`src/pkg/scg_pkg.sv`:
```
package scg_pkg;

  localparam int unsigned CLK_HZ = 50_000_000;
  localparam int unsigned OSC_HZ = 5_000_000;
  // One main oscillator period in system clocks
  localparam logic [3:0] OSC_DIV = 4'(CLK_HZ / OSC_HZ);

  localparam logic [3:0] ADDR_PCC = 4'h0;
  localparam logic [3:0] ADDR_OSCILLATION_MODE_SEL = 4'h4;
  localparam logic [3:0] ADDR_STAT = 4'h8;

  localparam logic [7:0] PCC_RST = 8'h04;
  localparam logic [7:0] OSCILLATION_MODE_SEL_RST = 8'h00;

  localparam int PCC_MCC_BIT = 7;
  localparam int PCC_FRC_BIT = 6;
  localparam int PCC_CLS_BIT = 5;
  localparam int PCC_CSS_BIT = 4;
  localparam int PCC_DIV_LSB = 0;
  localparam int DIV_W = 3;
  localparam logic [2:0] DIV_MAX = 3'h4;
  localparam int OSCILLATION_MODE_SEL_MCS_BIT = 0;

  localparam int STAT_OSC_BIT = 0;
  localparam int STAT_HALT_BIT = 1;
  localparam int STAT_STOP_BIT = 2;

  // Oscillator periods lost on any mode write
  localparam logic [1:0] STRETCH_TICKS = 2'h2;
  // CPU clocks per fastest instruction
  localparam logic [1:0] INSTR_CLKS = 2'h2;
  localparam int NUM_DIV = 5;

  typedef enum logic [2:0] {
    PWR_RUN = 3'b001,
    PWR_HALT = 3'b010,
    PWR_STOP = 3'b100
  } scg_pwr_t;

endpackage

```
`src/verilog/scg_top.sv`:
```
// Operation
// - Fastest instruction takes two CPU clocks; instruction strobe every second CPU tick.
// - CPU clock is main divided by 1,2,4,8,16 or subsystem clock divided by 2.
// - Mode register bit 0 picks oscillator direct or through half scaler.
// - Mode register is written only as a whole byte.
// - Reset clears the mode register, selecting the scaled path.
// - Any mode register write stretches main clock up to two oscillator periods.
// - Mode change switches peripheral clocks as well as CPU clock.
// - Scaler divides main clock into the derived clock set.
// - Control bit 6 set disconnects subsystem feedback resistor.
// - Reset loads control register 04h and mode register 00h.
// - Main oscillator stays stopped while reset is held.
// - On main clock both STOP and HALT standby are available.
// - On subsystem clock only HALT works; subsystem oscillator never stops.
// - Subsystem clock feeds the CPU and its timers; other peripherals stop with main clock.
// - Stop bit halts main oscillator only once subsystem clock is active.
// - With main clock active the divider field sets instruction time.
// - Main clock equals oscillator when bypass is one, else half.
// - Feedback bit zero keeps the resistor connected, one disconnects it.
`timescale 1ns/10ps
`default_nettype none
module scg_top
  import scg_pkg::*;
(
  input wire logic clk_i,
  input wire logic rst_i,
  input wire logic wb_cyc_i,
  input wire logic wb_stb_i,
  input wire logic wb_we_i,
  input wire logic [3:0] wb_adr_i,
  input wire logic [3:0] wb_sel_i,
  input wire logic [31:0] wb_dat_i,
  output logic [31:0] wb_dat_o,
  output logic wb_ack_o,
  input wire logic sub_clk_pin_i,
  input wire logic stop_req_i,
  input wire logic halt_req_i,
  input wire logic wake_i,
  output logic cpu_clk_en_o,
  output logic instr_en_o,
  output logic periph_clk_en_o,
  output logic [NUM_DIV-1:0] periph_div_en_o,
  output logic sub_clk_en_o,
  output logic main_osc_run_o,
  output logic feedback_res_on_o,
  output logic clock_source_status_o,
  output logic halt_o,
  output logic stop_o
);

  // Bus slave
  logic ack_r;
  logic [31:0] dat_r;
  logic bus_req;
  logic wr_commit;
  logic wr_pcc;
  logic wr_oscillation_mode_sel;

  // Control fields
  logic main_osc_stop_bit_r;
  logic feedback_disable_bit_r;
  logic clock_source_select_r;
  logic [DIV_W-1:0] cpu_clock_divider_field_r;
  logic [DIV_W-1:0] div_nxt;
  logic scaler_bypass_bit_r;

  // Oscillator model and main clock
  logic [3:0] fx_cnt_r;
  logic fx_tick;
  logic osc_run;
  logic half_r;
  logic [1:0] stretch_r;
  logic fxx_tick;

  // Subsystem clock pin
  logic sub_s1_r;
  logic sub_s2_r;
  logic sub_s3_r;
  logic sub_edge;
  logic sub_half_r;
  logic sub_cpu_tick;

  // CPU clock
  logic [NUM_DIV-1:0] div_en;
  logic cpu_tick;
  logic clock_source_status;
  logic [1:0] instr_cnt_r;

  scg_pwr_t pwr_r;

  assign bus_req = wb_cyc_i & wb_stb_i;
  // Write lands on the edge where the master sees ack
  assign wr_commit = bus_req & wb_we_i & ack_r;
  // Byte lane 0 must be enabled; partial-byte writes do not exist here
  assign wr_pcc = wr_commit & (wb_adr_i == ADDR_PCC) & wb_sel_i[0];
  assign wr_oscillation_mode_sel = wr_commit & (wb_adr_i == ADDR_OSCILLATION_MODE_SEL) & wb_sel_i[0];

  always_ff @(posedge clk_i) begin
    if (rst_i) begin
      ack_r <= 1'b0;
    end else begin
      ack_r <= bus_req & ~ack_r;
    end
  end

  always_ff @(posedge clk_i) begin
    if (rst_i) begin
      dat_r <= 32'h0000_0000;
    end else if (bus_req && !ack_r) begin
      case (wb_adr_i)
        ADDR_PCC: begin
          dat_r <= {24'h00_0000, main_osc_stop_bit_r, feedback_disable_bit_r, clock_source_status,
                    clock_source_select_r, 1'b0, cpu_clock_divider_field_r};
        end
        ADDR_OSCILLATION_MODE_SEL: begin
          dat_r <= {31'h0000_0000, scaler_bypass_bit_r};
        end
        ADDR_STAT: begin
          dat_r <= {29'h0000_0000, pwr_r == PWR_STOP, pwr_r == PWR_HALT, osc_run};
        end
        default: begin
          dat_r <= 32'h0000_0000;
        end
      endcase
    end
  end

  assign wb_ack_o = ack_r;
  assign wb_dat_o = dat_r;

  // Prohibited divider codes leave the field unchanged
  assign div_nxt = (wb_dat_i[PCC_DIV_LSB +: DIV_W] <= DIV_MAX) ?
                   wb_dat_i[PCC_DIV_LSB +: DIV_W] : cpu_clock_divider_field_r;

  always_ff @(posedge clk_i) begin
    if (rst_i) begin
      main_osc_stop_bit_r <= PCC_RST[PCC_MCC_BIT];
      feedback_disable_bit_r <= PCC_RST[PCC_FRC_BIT];
      clock_source_select_r <= PCC_RST[PCC_CSS_BIT];
      cpu_clock_divider_field_r <= PCC_RST[PCC_DIV_LSB +: DIV_W];
    end else if (wr_pcc) begin
      main_osc_stop_bit_r <= wb_dat_i[PCC_MCC_BIT];
      feedback_disable_bit_r <= wb_dat_i[PCC_FRC_BIT];
      clock_source_select_r <= wb_dat_i[PCC_CSS_BIT];
      cpu_clock_divider_field_r <= div_nxt;
    end
  end

  always_ff @(posedge clk_i) begin
    if (rst_i) begin
      scaler_bypass_bit_r <= OSCILLATION_MODE_SEL_RST[OSCILLATION_MODE_SEL_MCS_BIT];
    end else if (wr_oscillation_mode_sel) begin
      scaler_bypass_bit_r <= wb_dat_i[OSCILLATION_MODE_SEL_MCS_BIT];
    end
  end

  // Software owns the resistor setting;
  // hardware only reflects the bit
  assign feedback_res_on_o = ~feedback_disable_bit_r;

  // Oscillator stops in STOP standby, or on the stop bit once the CPU
  // is on the subsystem clock; reset holds it too.
  // An external main clock cannot honour this, so software must avoid it
  assign osc_run = ~rst_i & (pwr_r != PWR_STOP)
                   & ~(main_osc_stop_bit_r & clock_source_status);

  always_ff @(posedge clk_i) begin
    if (rst_i || !osc_run) begin
      fx_cnt_r <= 4'h0;
    end else if (fx_cnt_r == OSC_DIV - 4'h1) begin
      fx_cnt_r <= 4'h0;
    end else begin
      fx_cnt_r <= fx_cnt_r + 4'h1;
    end
  end

  assign fx_tick = osc_run & (fx_cnt_r == OSC_DIV - 4'h1);

  // A mode write restarts the half scaler and drops up to two
  // oscillator periods; timers on the main clock see one long count
  always_ff @(posedge clk_i) begin
    if (rst_i) begin
      stretch_r <= 2'h0;
    end else if (wr_oscillation_mode_sel) begin
      stretch_r <= STRETCH_TICKS;
    end else if (fx_tick && stretch_r != 2'h0) begin
      stretch_r <= stretch_r - 2'h1;
    end
  end

  always_ff @(posedge clk_i) begin
    if (rst_i || wr_oscillation_mode_sel) begin
      half_r <= 1'b0;
    end else if (fx_tick && stretch_r == 2'h0) begin
      half_r <= ~half_r;
    end
  end

  // Same main clock feeds scaler, CPU and peripherals
  assign fxx_tick = fx_tick & (stretch_r == 2'h0)
                    & (scaler_bypass_bit_r | half_r);

  scg_prescaler u_prescaler (
    .clk_i(clk_i),
    .rst_i(rst_i),
    .fxx_en_i(fxx_tick),
    .div_en_o(div_en)
  );

  // Peripherals other than the subsystem timers run from the main clock
  // only, so they stall whenever it stops
  assign periph_clk_en_o = fxx_tick;
  assign periph_div_en_o = div_en;

  always_ff @(posedge clk_i) begin
    if (rst_i) begin
      sub_s1_r <= 1'b0;
      sub_s2_r <= 1'b0;
      sub_s3_r <= 1'b0;
    end else begin
      sub_s1_r <= sub_clk_pin_i;
      sub_s2_r <= sub_s1_r;
      sub_s3_r <= sub_s2_r;
    end
  end

  // Subsystem clock has no stop path at all
  assign sub_edge = sub_s2_r & ~sub_s3_r;
  assign sub_clk_en_o = sub_edge;

  always_ff @(posedge clk_i) begin
    if (rst_i) begin
      sub_half_r <= 1'b0;
    end else if (sub_edge) begin
      sub_half_r <= ~sub_half_r;
    end
  end

  // CPU runs at half the subsystem rate when it selects that source
  assign sub_cpu_tick = sub_edge & sub_half_r;

  scg_clk_switch u_switch (
    .clk_i(clk_i),
    .rst_i(rst_i),
    .main_tick_i(div_en),
    .sub_tick_i(sub_cpu_tick),
    .css_i(clock_source_select_r),
    .div_i(cpu_clock_divider_field_r),
    .cpu_tick_o(cpu_tick),
    .cls_o(clock_source_status)
  );

  assign clock_source_status_o = clock_source_status;

  // STOP is honoured only on the main clock; HALT in either case
  always_ff @(posedge clk_i) begin
    if (rst_i) begin
      pwr_r <= PWR_RUN;
    end else begin
      case (pwr_r)
        PWR_RUN: begin
          if (stop_req_i && !clock_source_status) begin
            pwr_r <= PWR_STOP;
          end else if (halt_req_i) begin
            pwr_r <= PWR_HALT;
          end
        end
        PWR_HALT: begin
          if (wake_i) begin
            pwr_r <= PWR_RUN;
          end
        end
        PWR_STOP: begin
          if (wake_i) begin
            pwr_r <= PWR_RUN;
          end
        end
        default: begin
          pwr_r <= PWR_RUN;
        end
      endcase
    end
  end

  assign halt_o = (pwr_r == PWR_HALT);
  assign stop_o = (pwr_r == PWR_STOP);
  assign main_osc_run_o = osc_run;

  assign cpu_clk_en_o = cpu_tick & (pwr_r == PWR_RUN);

  always_ff @(posedge clk_i) begin
    if (rst_i) begin
      instr_cnt_r <= 2'h0;
    end else if (cpu_clk_en_o) begin
      instr_cnt_r <= (instr_cnt_r == INSTR_CLKS - 2'h1) ? 2'h0 : instr_cnt_r + 2'h1;
    end
  end

  assign instr_en_o = cpu_clk_en_o & (instr_cnt_r == INSTR_CLKS - 2'h1);

endmodule
`default_nettype wire

```
`src/verilog/scg_prescaler.sv`:
```
`timescale 1ns/10ps
`default_nettype none
module scg_prescaler
  import scg_pkg::*;
(
  input wire logic clk_i,
  input wire logic rst_i,
  input wire logic fxx_en_i,
  output logic [NUM_DIV-1:0] div_en_o
);

  logic [NUM_DIV-2:0] cnt_r;

  function automatic logic low_ones(input logic [NUM_DIV-2:0] c, input int k);
    logic ok;
    ok = 1'b1;
    for (int i = 0; i < NUM_DIV - 1; i++) begin
      if (i < k && !c[i]) begin
        ok = 1'b0;
      end
    end
    return ok;
  endfunction

  always_ff @(posedge clk_i) begin
    if (rst_i) begin
      cnt_r <= '0;
    end else if (fxx_en_i) begin
      cnt_r <= cnt_r + 1'b1;
    end
  end

  // Tap k ticks once every 2^k main clocks
  always_comb begin
    for (int k = 0; k < NUM_DIV; k++) begin
      div_en_o[k] = fxx_en_i & low_ones(cnt_r, k);
    end
  end

endmodule
`default_nettype wire

```
`src/verilog/scg_clk_switch.sv`:
```
`timescale 1ns/10ps
`default_nettype none
module scg_clk_switch
  import scg_pkg::*;
(
  input wire logic clk_i,
  input wire logic rst_i,
  input wire logic [NUM_DIV-1:0] main_tick_i,
  input wire logic sub_tick_i,
  input wire logic css_i,
  input wire logic [DIV_W-1:0] div_i,
  output logic cpu_tick_o,
  output logic cls_o
);

  logic act_css_r;
  logic [DIV_W-1:0] act_div_r;
  logic pend_r;
  logic cur_tick;
  logic changed;

  assign cur_tick = act_css_r ? sub_tick_i : main_tick_i[act_div_r];
  assign changed = (css_i != act_css_r) || (div_i != act_div_r);

  // Settings move only on an old-clock tick; first new tick is swallowed
  // so no period is shorter than the new one
  always_ff @(posedge clk_i) begin
    if (rst_i) begin
      act_css_r <= PCC_RST[PCC_CSS_BIT];
      act_div_r <= PCC_RST[PCC_DIV_LSB +: DIV_W];
      pend_r <= 1'b0;
    end else if (cur_tick && pend_r) begin
      pend_r <= 1'b0;
    end else if (cur_tick && changed) begin
      act_css_r <= css_i;
      act_div_r <= div_i;
      pend_r <= 1'b1;
    end
  end

  assign cpu_tick_o = cur_tick & ~pend_r;
  assign cls_o = act_css_r;

endmodule
`default_nettype wire

```
`config.mk`:
```
export PLATFORM = sky130hd
export DESIGN_NAME = scg_top
export DESIGN_NICKNAME = d
export VERILOG_FILES = /design/src/pkg/scg_pkg.sv /design/src/verilog/scg_top.sv /design/src/verilog/scg_prescaler.sv /design/src/verilog/scg_clk_switch.sv
export SDC_FILE = /design/constraint.sdc
export NUM_CORES = 1
export LEC_CHECK = 0
export BUFFER_PORTS_ARGS = -buffer_cell sky130_fd_sc_hd__buf_2
export CAP_MARGIN = 20
export CORE_MARGIN = 2
export CORE_UTILIZATION = 50
export DETAILED_ROUTE_END_ITERATION = 6
export PLACE_DENSITY_LB_ADDON = 0.25
export SLEW_MARGIN = 20
export SYNTH_ARGS = -nofsm -noshare
export SYNTH_HDL_FRONTEND = slang
export SYNTH_SLANG_ARGS = --single-unit
```
`constraint.sdc`:
```
create_clock -name clk_i -period 3.61 [get_ports clk_i]
set_input_delay 0.5415 -clock clk_i [delete_from_list [all_inputs] [get_ports clk_i]]
set_output_delay 0.5415 -clock clk_i [all_outputs]
set_load 0.01 [all_outputs]
```
==> results of run 1 <==
cell families (layout without fill, tap and decap cells):
kind of cell | after synthesis | count (layout) | synth area share [%]
muxes | 15 | 15 | 7.39
and+or+nand+nor | 87 | 87 | 23.7
other | 1 | 25 | 0.179
AOI/OAI and AO/OA | 30 | 30 | 11.0
DFF | 40 | 40 | 38.2
buffers and inverters | 39 | 58 | 12.0
adders and majority gates | 5 | 5 | 2.98
xor gates and xnor gates | 11 | 11 | 4.59
per-stage QoR:
step           hold WS [ns]  cells  total power [mW]  utilization (%)  setup slack [ns]
2_1_floorplan         0.414    252             0.538                -             0.759
3_3_place_gp          0.417    313             0.539             55.7             0.798
3_5_place_dp          0.444    313             0.540             55.7             0.772
4_1_cts               0.454    321             0.841             58.0             0.467
5_1_grt               0.456    321             0.868             58.0             0.283
6_report              0.452    321             0.834             58.0             0.499
sequential cells by signal, indices dropped and copies added, names as in the netlist, 2 cells and up:
name,count
u_prescaler.cnt_r,4
fx_cnt_r,4
stretch_r,2
instr_cnt_r,2
wb_dat_o,7
pwr_r,3
cpu_clock_divider_field_r,3
u_switch.act_div_r,3
worst paths after layout:
check | from | to | slack, ns | cells past startpoint
max reg2reg | u_prescaler.cnt_r[0] | instr_cnt_r[0] | 1.24 | 7
max | u_prescaler.cnt_r[0] | instr_en_o | 0.50 | 8
min reg2reg | sub_s1_r | sub_s2_r | 0.45 | 1
min | sub_s1_r | sub_s2_r | 0.45 | 1
cell usage after synthesis, types with 2 or more instances:
cell / instances
nor4_1: 2
o21bai_1: 3
and2b_2: 3
inv_1: 7
a22oi_1: 6
a21oi_1: 8
ha_1: 5
nand3b_1: 2
and2_2: 3
xor2_1: 7
mux2i_1: 14
nor3_1: 7
nor4b_1: 2
nor3b_1: 2
nor2b_1: 4
nand3_1: 3
o21ai_0: 6
or4_1: 2
dfxtp_1: 40
nand2_1: 5
clkbuf_1: 5
nor2_1: 33
and2_1: 2
nand2b_1: 8
xnor2_1: 4
and3_2: 2
buf_4: 26
power groups by stage:
stage	clock (mW)	combinational [mW]	sequential (mW)
2_1_floorplan	0	0.0701	0.468
3_3_place_gp	0	0.0695	0.469
3_5_place_dp	0	0.0705	0.470
4_1_cts	0.311	0.0705	0.460
5_1_grt	0.326	0.0813	0.460
6_report	0.304	0.0703	0.460
per-layer routing:
metal	vias up	global-route usage, %
li1	805	-
met1	711	20.6
met2	50	26.7
met3	7	5.19
met4	0	10.3
met5	-	0
area by class of cell:
| cell class | count | area, um^2 | share of cell area (%) |
|---|---|---|---|
| clock buffer | 8 | 90.1 | 3.86 |
| multi-input combinational | 173 | 1140 | 48.6 |
| tap | 50 | 62.6 | 2.68 |
| sequential | 40 | 801 | 34.3 |
| inverter | 7 | 26.3 | 1.12 |
| timing repair buffer | 43 | 220 | 9.43 |
worst reg2reg max path, cell delays in order, from the launching register on:
cell	delay [ns]
dfxtp_1	0.41
ha_1	0.22
ha_1	0.21
mux2i_1	0.09
a211oi_1	0.38
o211ai_4	0.15
a2111oi_4	0.47
mux2_4	0.33
==> results.ini, run 1 <==
[run_status]
outcome=complete, no violations

[pwr]
p_int_uw=634
power_density_nw_per_um2=357
comb_power_share_pct=8.4
ir_drop_mv=0.266
power_frac_seq_pct=55.1
sw_frac_of_total_pct=24.0
power_switching_uw=200
leakagePower_nw=1.03
p_clk_share_pct=36.4

[clocking]
cts-resized-gates=0
cts-root-buf=clkbuf_8
clock_latency_ns=0.29
cts_tree=yes
post-cts-setup-buffer-count=0
clock_tree.buffer_depth=2
cts_hold_buffers=0
cts_buffers=5
path_clk_slew_ns=0.07
h-tree-depth=2
cts.sinks=40

[global_route]
grt_pass1_wl_um=5820
grt_pass1_vias=1341
grt_max_degree=42
antenna_found_initial=0
grt_overflow=0
grtUsageTotal_pct=17.1

[floorplan]
pin_count=96
die_x_um=68.8
design.core.area_um2=4030
fp.dieH_um=68.8
start_util_pct=52.1
die_area_um2=4730
rows=23

[worst_setup_path]
slowest_stage=a2111oi_4
worstPathArrival_ns=2.57
start_kind=flop
crit_buf_inv=1
crit_path_cell_trace=ha_1 -> ha_1 -> mux2i_1 -> a211oi_1 -> o211ai_4 -> a2111oi_4 -> and3b_2 -> buf_2
cpMostUsedCell=ha_1
crit_path_end_kind=primary output
worst_ep_required_time_ns=3.07
crit_type=reg -> out
critPathTopFamily=compound AO/OA/AOI/OAI gates
critPathMaxStageDelay_ns=0.47
crit_fanout=5

[sta]
fin_crit_ns=3.11
relSlewSlack_pct=64.4
finClkSkew_ns=0.00503
clock.fmax_mhz=321
rsz0062_at_grt=false
min_period_over_period_pct=86.2
timing.final.max_slew_violations=0
hold_viol_final=0
worstMarginPinSlew_ns=0.529
tns_ns=0
setup_viol=0

[logic_synthesis]
netlist.area_leader.share_pct=38.2
synth_flop_cell=dfxtp_1
syn-cell-area_um2=2100
yosysWarnings=0
synth_edf_count=0
async_flop_share_pct=0
synth_area_leaders=dfxtp_1 38%, buf_4 9.3%, mux2i_1 6.7%
ys_types=44
synth-seq-cells=40
avgSynthCellArea_um2=9.20
syn_inst=228
yosysTopAreaCell=dfxtp_1
ys_seq_area_share_pct=38.2

[placement]
place_area_um2=2250
portBuffers=41
gp_congestion=0.796
dp_hpwl_um=2750

[layout]
layout_common_cells=41 x buf_2, 40 x dfxtp_1, 33 x nor2_1
final_common_cell=buf_2
stdcell_area_um2=2340
fill_cells=397
drive_gt1_share_pct=24.4
syn2layout_area_growth_pct=11.3
fin_nets=324
antennaDiodeCount=0

[route]
routed-via-count=1573
drc=0
top_layer=met4
drtPass1Iterations=4
routed_wl_um=3750
met3_length_um=253
dr.first_iter.drc_count=54
wl_met1_um=1750
wl_met2_um=1670
avgRoutedWirePerCell_um=11.7
ant_nets=0
vias_per_cell=4.90

[min_path]
holdCritPathClass=reg -> reg

[job]
max_cap_viol_count=0

Note: power is estimated with default switching activity, not from simulation.
==> inputs of run 2 (changes only) <==
CORE_MARGIN = default   (was 2)
==> run 2 against run 1 <==
  * Cell area unchanged
  * Critical path type unchanged
  * Non-clock buffer count stayed put
  * Via count grew 1.3%
  * First-iteration DRC count is 3.7% higher
  * Power about the same
  * Critical endpoint unchanged
  * Hold slack lost 0.0052 ns
  * Sequential power about the same
==> results.ini, run 2 (synthesis results as in run 1) <==
[min_path]
holdCritPathClass=reg -> reg  ; unchanged
hold_end=sub_s2_r  ; unchanged
hold_depth=1  ; unchanged
hp-start=sub_s1_r  ; unchanged

[pwr]
ir_drop_mv=0.197  ; was 0.266 mV
finalPower_uw=833  ; was 834 uW
leakagePower_nw=1.03  ; unchanged
power_density_nw_per_um2=357  ; about the same

[global_route]
grt_overflow=0  ; unchanged
grt_pass1_wl_um=6160  ; was 5820 um
grtUsageTotal_pct=18.7  ; was 17.1%
grt_pass1_vias=1392  ; was 1,341
grt_max_degree=42  ; unchanged
antenna_found_initial=0  ; unchanged

[floorplan]
die_x_um=66.8  ; was 68.8 um
design.core.area_um2=4030  ; unchanged
fp.dieH_um=66.8  ; was 68.8 um
die_area_um2=4460  ; was 4730 um^2
rows=23  ; unchanged
pin_count=96  ; unchanged
start_util_pct=52.1  ; unchanged

[route]
routed-via-count=1593  ; was 1,573
ant_nets=0  ; unchanged
routed_wl_um=3670  ; was 3750 um
drc=0  ; unchanged
vias_per_cell=4.96  ; was 4.90
avgRoutedWirePerCell_um=11.4  ; was 11.7 um
dr.first_iter.drc_count=56  ; was 54
drtPass1Iterations=4  ; unchanged

[clocking]
cts_hold_buffers=0  ; unchanged
path_clk_slew_ns=0.07  ; about the same
clock_tree.buffer_depth=2  ; unchanged
cts_buffers=5  ; unchanged
post-cts-setup-buffer-count=0  ; unchanged
cts-root-buf=clkbuf_8  ; unchanged
cts.sinks=40  ; unchanged
clock_latency_ns=0.29  ; about the same
cts-resized-gates=0  ; unchanged
h-tree-depth=2  ; unchanged
cts_tree=yes  ; unchanged

[worst_setup_path]
rrSetupSlack_ns=1.24  ; about the same
r2r.worst_path.cells=7  ; unchanged
worstPathArrival_ns=2.57  ; about the same
reg2reg_from=u_prescaler.cnt_r[0]  ; unchanged
crit_fanout=5  ; unchanged
start_kind=flop  ; unchanged
crit_path_end_kind=primary output  ; unchanged
crit_type=reg -> out  ; unchanged
worst_ep_required_time_ns=3.07  ; about the same
reg2reg_to=instr_cnt_r[0]  ; unchanged

[layout]
antennaDiodeCount=0  ; unchanged
final_util_pct=58.0  ; unchanged
seq_area_um2=801  ; unchanged
multiInputGateArea_um2=1140  ; unchanged
fin_nets=324  ; unchanged
largest_reg_flops=7  ; unchanged
layout_common_cells=41 x buf_2, 40 x dfxtp_1, 33 x nor2_1  ; unchanged
syn2layout_area_growth_pct=11.3  ; unchanged
drive_gt1_share_pct=24.4  ; unchanged
final_common_cell=buf_2  ; unchanged
fill_cells=397  ; unchanged

[placement]
dp_hpwl_um=2680  ; was 2750 um
gp_congestion=0.730  ; was 0.796
portBuffers=41  ; unchanged

[sta]
worstMarginPinSlew_ns=0.564  ; was 0.529 ns
hold_viol_final=0  ; unchanged
hold_ws_ns=0.447  ; was 0.452 ns
tns_ns=0  ; unchanged
timing.final.max_slew_violations=0  ; unchanged
relSlewSlack_pct=62.1  ; was 64.4%
rsz0062_at_grt=false  ; unchanged
setup_viol=0  ; unchanged
fin_crit_ns=3.11  ; about the same
finClkSkew_ns=0.00341  ; was 0.00503 ns
clock.fmax_mhz=321  ; about the same
min_period_over_period_pct=86.2  ; about the same

[run_status]
outcome=complete, no violations  ; unchanged

[job]
max_cap_viol_count=0  ; unchanged

## run 2: report_power, final
group	total (mW)	leakage [nW]	internal (mW)	switching (mW)
clock	0.303	0.0455	0.156	0.148
sequential	0.460	0.324	0.450	0.00972
combinational	0.0704	0.657	0.0280	0.0423
## run 2: per-stage QoR
step / cells / setup WS, ns / instance area (um^2)
finish: 321 / 0.500 / 2340
global route: 321 / 0.344 / 2340
CTS: 321 / 0.454 / 2340
detailed placement: 313 / 0.790 / 2250
global placement: 313 / 0.790 / 2250
floorplan: 252 / 0.759 / 2190
## run 2: how the worst max path moves through the flow
stage                              start         end  slack [ns]
floorplan                          rst_i  instr_en_o        0.76
finish              u_prescaler.cnt_r[0]  instr_en_o        0.50
global placement    u_prescaler.cnt_r[0]  instr_en_o        0.79
CTS                 u_prescaler.cnt_r[0]  instr_en_o        0.45
detailed placement  u_prescaler.cnt_r[0]  instr_en_o        0.79
global route        u_prescaler.cnt_r[0]  instr_en_o        0.34
## run 2: layout make-up
cell class | count | share of cell area [%]
Clock buffer | 8 | 3.86
Inverter | 7 | 1.12
Multi-Input combinational cell | 173 | 48.6
Sequential cell | 40 | 34.3
Tap cell | 50 | 2.68
Timing Repair Buffer | 43 | 9.43
## run 2: per-layer routing
| layer | global-route usage (%) | wire length, um | vias to the layer above |
|---|---|---|---|
| met5 | 0 | 0 | - |
| met4 | 8.78 | 63 | 0 |
| li1 | - | - | 805 |
| met1 | 23.6 | 1810 | 741 |
| met2 | 29.5 | 1620 | 42 |
| met3 | 4.62 | 174 | 5 |
## run 2: critical path, cell delays in order (launching register included)
cell and delay (ns):
dfxtp_1 0.41, ha_1 0.23, ha_1 0.20, mux2i_1 0.08, a211oi_1 0.38, o211ai_4 0.16, a2111oi_4 0.47, and3b_2 0.23
buf_2 0.12
==> inputs of run 3 (changes only) <==
PLACE_DENSITY = 0.88   (was default)
PLACE_DENSITY_LB_ADDON = default   (was 0.25)
==> run 3 against run 2 <==
  * Sequential power hardly changed
  * Worst setup slack got worse by 0.0052 ns
  * Clock power is 32% higher
  * Critical path depth stayed put
==> results.ini, run 3 (synthesis results as in run 1) <==
[sta]
finClkSkew_ns=0.0120  ; was 0.00341 ns
hold_viol_final=0  ; unchanged
relSlewSlack_pct=61.8  ; was 62.1%
clock.fmax_mhz=321  ; about the same
min_period_over_period_pct=86.3  ; was 86.2%
fin_crit_ns=3.12  ; was 3.11 ns
hold_ws_ns=0.439  ; was 0.447 ns
setup_viol=0  ; unchanged
worstMarginPinSlew_ns=0.567  ; was 0.564 ns
rsz0062_at_grt=false  ; unchanged
timing.final.max_slew_violations=0  ; unchanged
tns_ns=0  ; unchanged
finalWorstSetupSlack_ns=0.494  ; was 0.500 ns

[clocking]
cts-root-buf=clkbuf_8  ; unchanged
clock_tree.buffer_depth=2  ; unchanged
cts_hold_buffers=0  ; unchanged
post-cts-setup-buffer-count=0  ; unchanged
clock_latency_ns=0.30  ; was 0.29 ns
cts.sinks=40  ; unchanged
cts_buffers=5  ; unchanged
h-tree-depth=2  ; unchanged
path_clk_slew_ns=0.08  ; was 0.07 ns
cts-resized-gates=0  ; unchanged
cts_tree=yes  ; unchanged

[pwr]
ir_drop_mv=0.223  ; was 0.197 mV
sw_frac_of_total_pct=22.4  ; was 24.0%
comb_power_share_pct=7.6  ; was 8.4%
power_density_nw_per_um2=392  ; was 357 nW/um^2
power_switching_uw=209  ; was 200 uW
p_int_uw=722  ; was 634 uW
leakagePower_nw=1.05  ; was 1.03 nW
power_frac_seq_pct=49.3  ; was 55.1%
p_clk_share_pct=43.1  ; was 36.4%

[floorplan]
rows=23  ; unchanged
pin_count=96  ; unchanged
design.core.area_um2=4030  ; unchanged
die_x_um=66.8  ; unchanged
die_area_um2=4460  ; unchanged
fp.dieH_um=66.8  ; unchanged
start_util_pct=52.1  ; unchanged

[worst_setup_path]
crit_buf_inv=1  ; unchanged
critPathMaxStageDelay_ns=0.46  ; was 0.47 ns
crit_path_cell_trace=ha_1 -> ha_1 -> mux2i_1 -> a211oi_1 -> o211ai_4 -> a2111oi_4 -> and3b_2 -> buf_2  ; unchanged
crit_fanout=5  ; unchanged
crit_type=reg -> out  ; unchanged
crit_path_end_kind=primary output  ; unchanged
critPathTopFamily=compound AO/OA/AOI/OAI gates  ; unchanged
worstPathArrival_ns=2.57  ; about the same
worst_ep_required_time_ns=3.07  ; about the same
start_kind=flop  ; unchanged
rrSetupSlack_ns=1.24  ; about the same
cpMostUsedCell=ha_1  ; unchanged
slowest_stage=a2111oi_4  ; unchanged

[placement]
dp_hpwl_um=2770  ; was 2680 um
gp_congestion=0.765  ; was 0.730
portBuffers=41  ; unchanged
post-place-ws_ns=0.791  ; was 0.790 ns
dp.cells=313  ; unchanged

[route]
ant_nets=0  ; unchanged
avgRoutedWirePerCell_um=11.7  ; was 11.4 um
drc=0  ; unchanged
dr.first_iter.drc_count=52  ; was 56
routed_wl_um=3760  ; was 3670 um
vias_per_cell=5.02  ; was 4.96
drtPass1Iterations=4  ; unchanged
routed-via-count=1612  ; was 1,593

[layout]
drive_gt1_share_pct=25.1  ; was 24.4%
fin_nets=324  ; unchanged
layout_common_cells=41 x buf_2, 40 x dfxtp_1, 33 x nor2_1  ; unchanged
antennaDiodeCount=0  ; unchanged
largest_reg_flops=7  ; unchanged
syn2layout_area_growth_pct=13.1  ; was 11.3%
final_common_cell=buf_2  ; unchanged
fin_cells=321  ; unchanged

[job]
max_cap_viol_count=0  ; unchanged

[global_route]
grtUsageTotal_pct=19.2  ; was 18.7%
antenna_found_initial=0  ; unchanged
grt_overflow=0  ; unchanged
grt_pass1_wl_um=6370  ; was 6160 um
grt_max_degree=42  ; unchanged
grt_pass1_vias=1454  ; was 1,392

[run_status]
outcome=complete, no violations  ; unchanged

[min_path]
holdCritPathClass=reg -> reg  ; unchanged

run 3: cell count changes in the layout (fill, tap and decap cells not counted), sizes merged:
cell    previous run  this run
bufinv             0         1
clkbuf             8         7
run 3: worst register-to-register path: cells and delay by family, from the launching register on:
kind,cells,cell delay [ns]
AOI/OAI and AO/OA,3,0.99
muxes,2,0.42
adders and majority gates,2,0.44
DFF,1,0.41
run 3: path summary, 6_finish.rpt:
| check | startpoint | end | cells past startpoint |
|---|---|---|---|
| worst max-delay path | u_prescaler.cnt_r[0] | instr_en_o | 8 |
| worst min-delay path | sub_s1_r | sub_s2_r | 1 |
| worst max register to register | u_prescaler.cnt_r[0] | instr_cnt_r[0] | 7 |
| worst min register to register | sub_s1_r | sub_s2_r | 1 |
run 3: per-layer routing:
layer / wire length (um) / up-vias / GRT usage [%]
met5: 0 / - / 0
met4: 58 / 0 / 6.91
met3: 182 / 6 / 6.16
met2: 1790 / 49 / 31.6
met1: 1720 / 751 / 23.1
li1: - / 806 / -
run 3: area by class of cell:
class / instances / area (um^2)
repair buffers: 43 / 220
clock inverters: 1 / 30.0
clock buffers: 7 / 96.3
inverters: 7 / 26.3
flip-flops and latches: 40 / 801
fillers: 373 / 1660
multi-input cells: 173 / 1140
well taps: 50 / 62.6
run 3: metrics by stage:
stage | utilization [%] | power (mW) | cell area, um^2
2_1_floorplan | - | 0.538 | 2190
3_3_place_gp | 55.7 | 0.538 | 2250
3_5_place_dp | 55.7 | 0.540 | 2250
4_1_cts | 58.9 | 0.938 | 2370
5_1_grt | 58.9 | 0.971 | 2370
6_report | 58.9 | 0.930 | 2370
run 3: power groups by stage:
stage / Combinational, mW / Sequential (mW) / Clock [mW]
2_1_floorplan: 0.0701 / 0.468 / 0
3_3_place_gp: 0.0688 / 0.469 / 0
3_5_place_dp: 0.0702 / 0.469 / 0
4_1_cts: 0.0704 / 0.459 / 0.408
5_1_grt: 0.0806 / 0.461 / 0.430
6_report: 0.0704 / 0.459 / 0.401
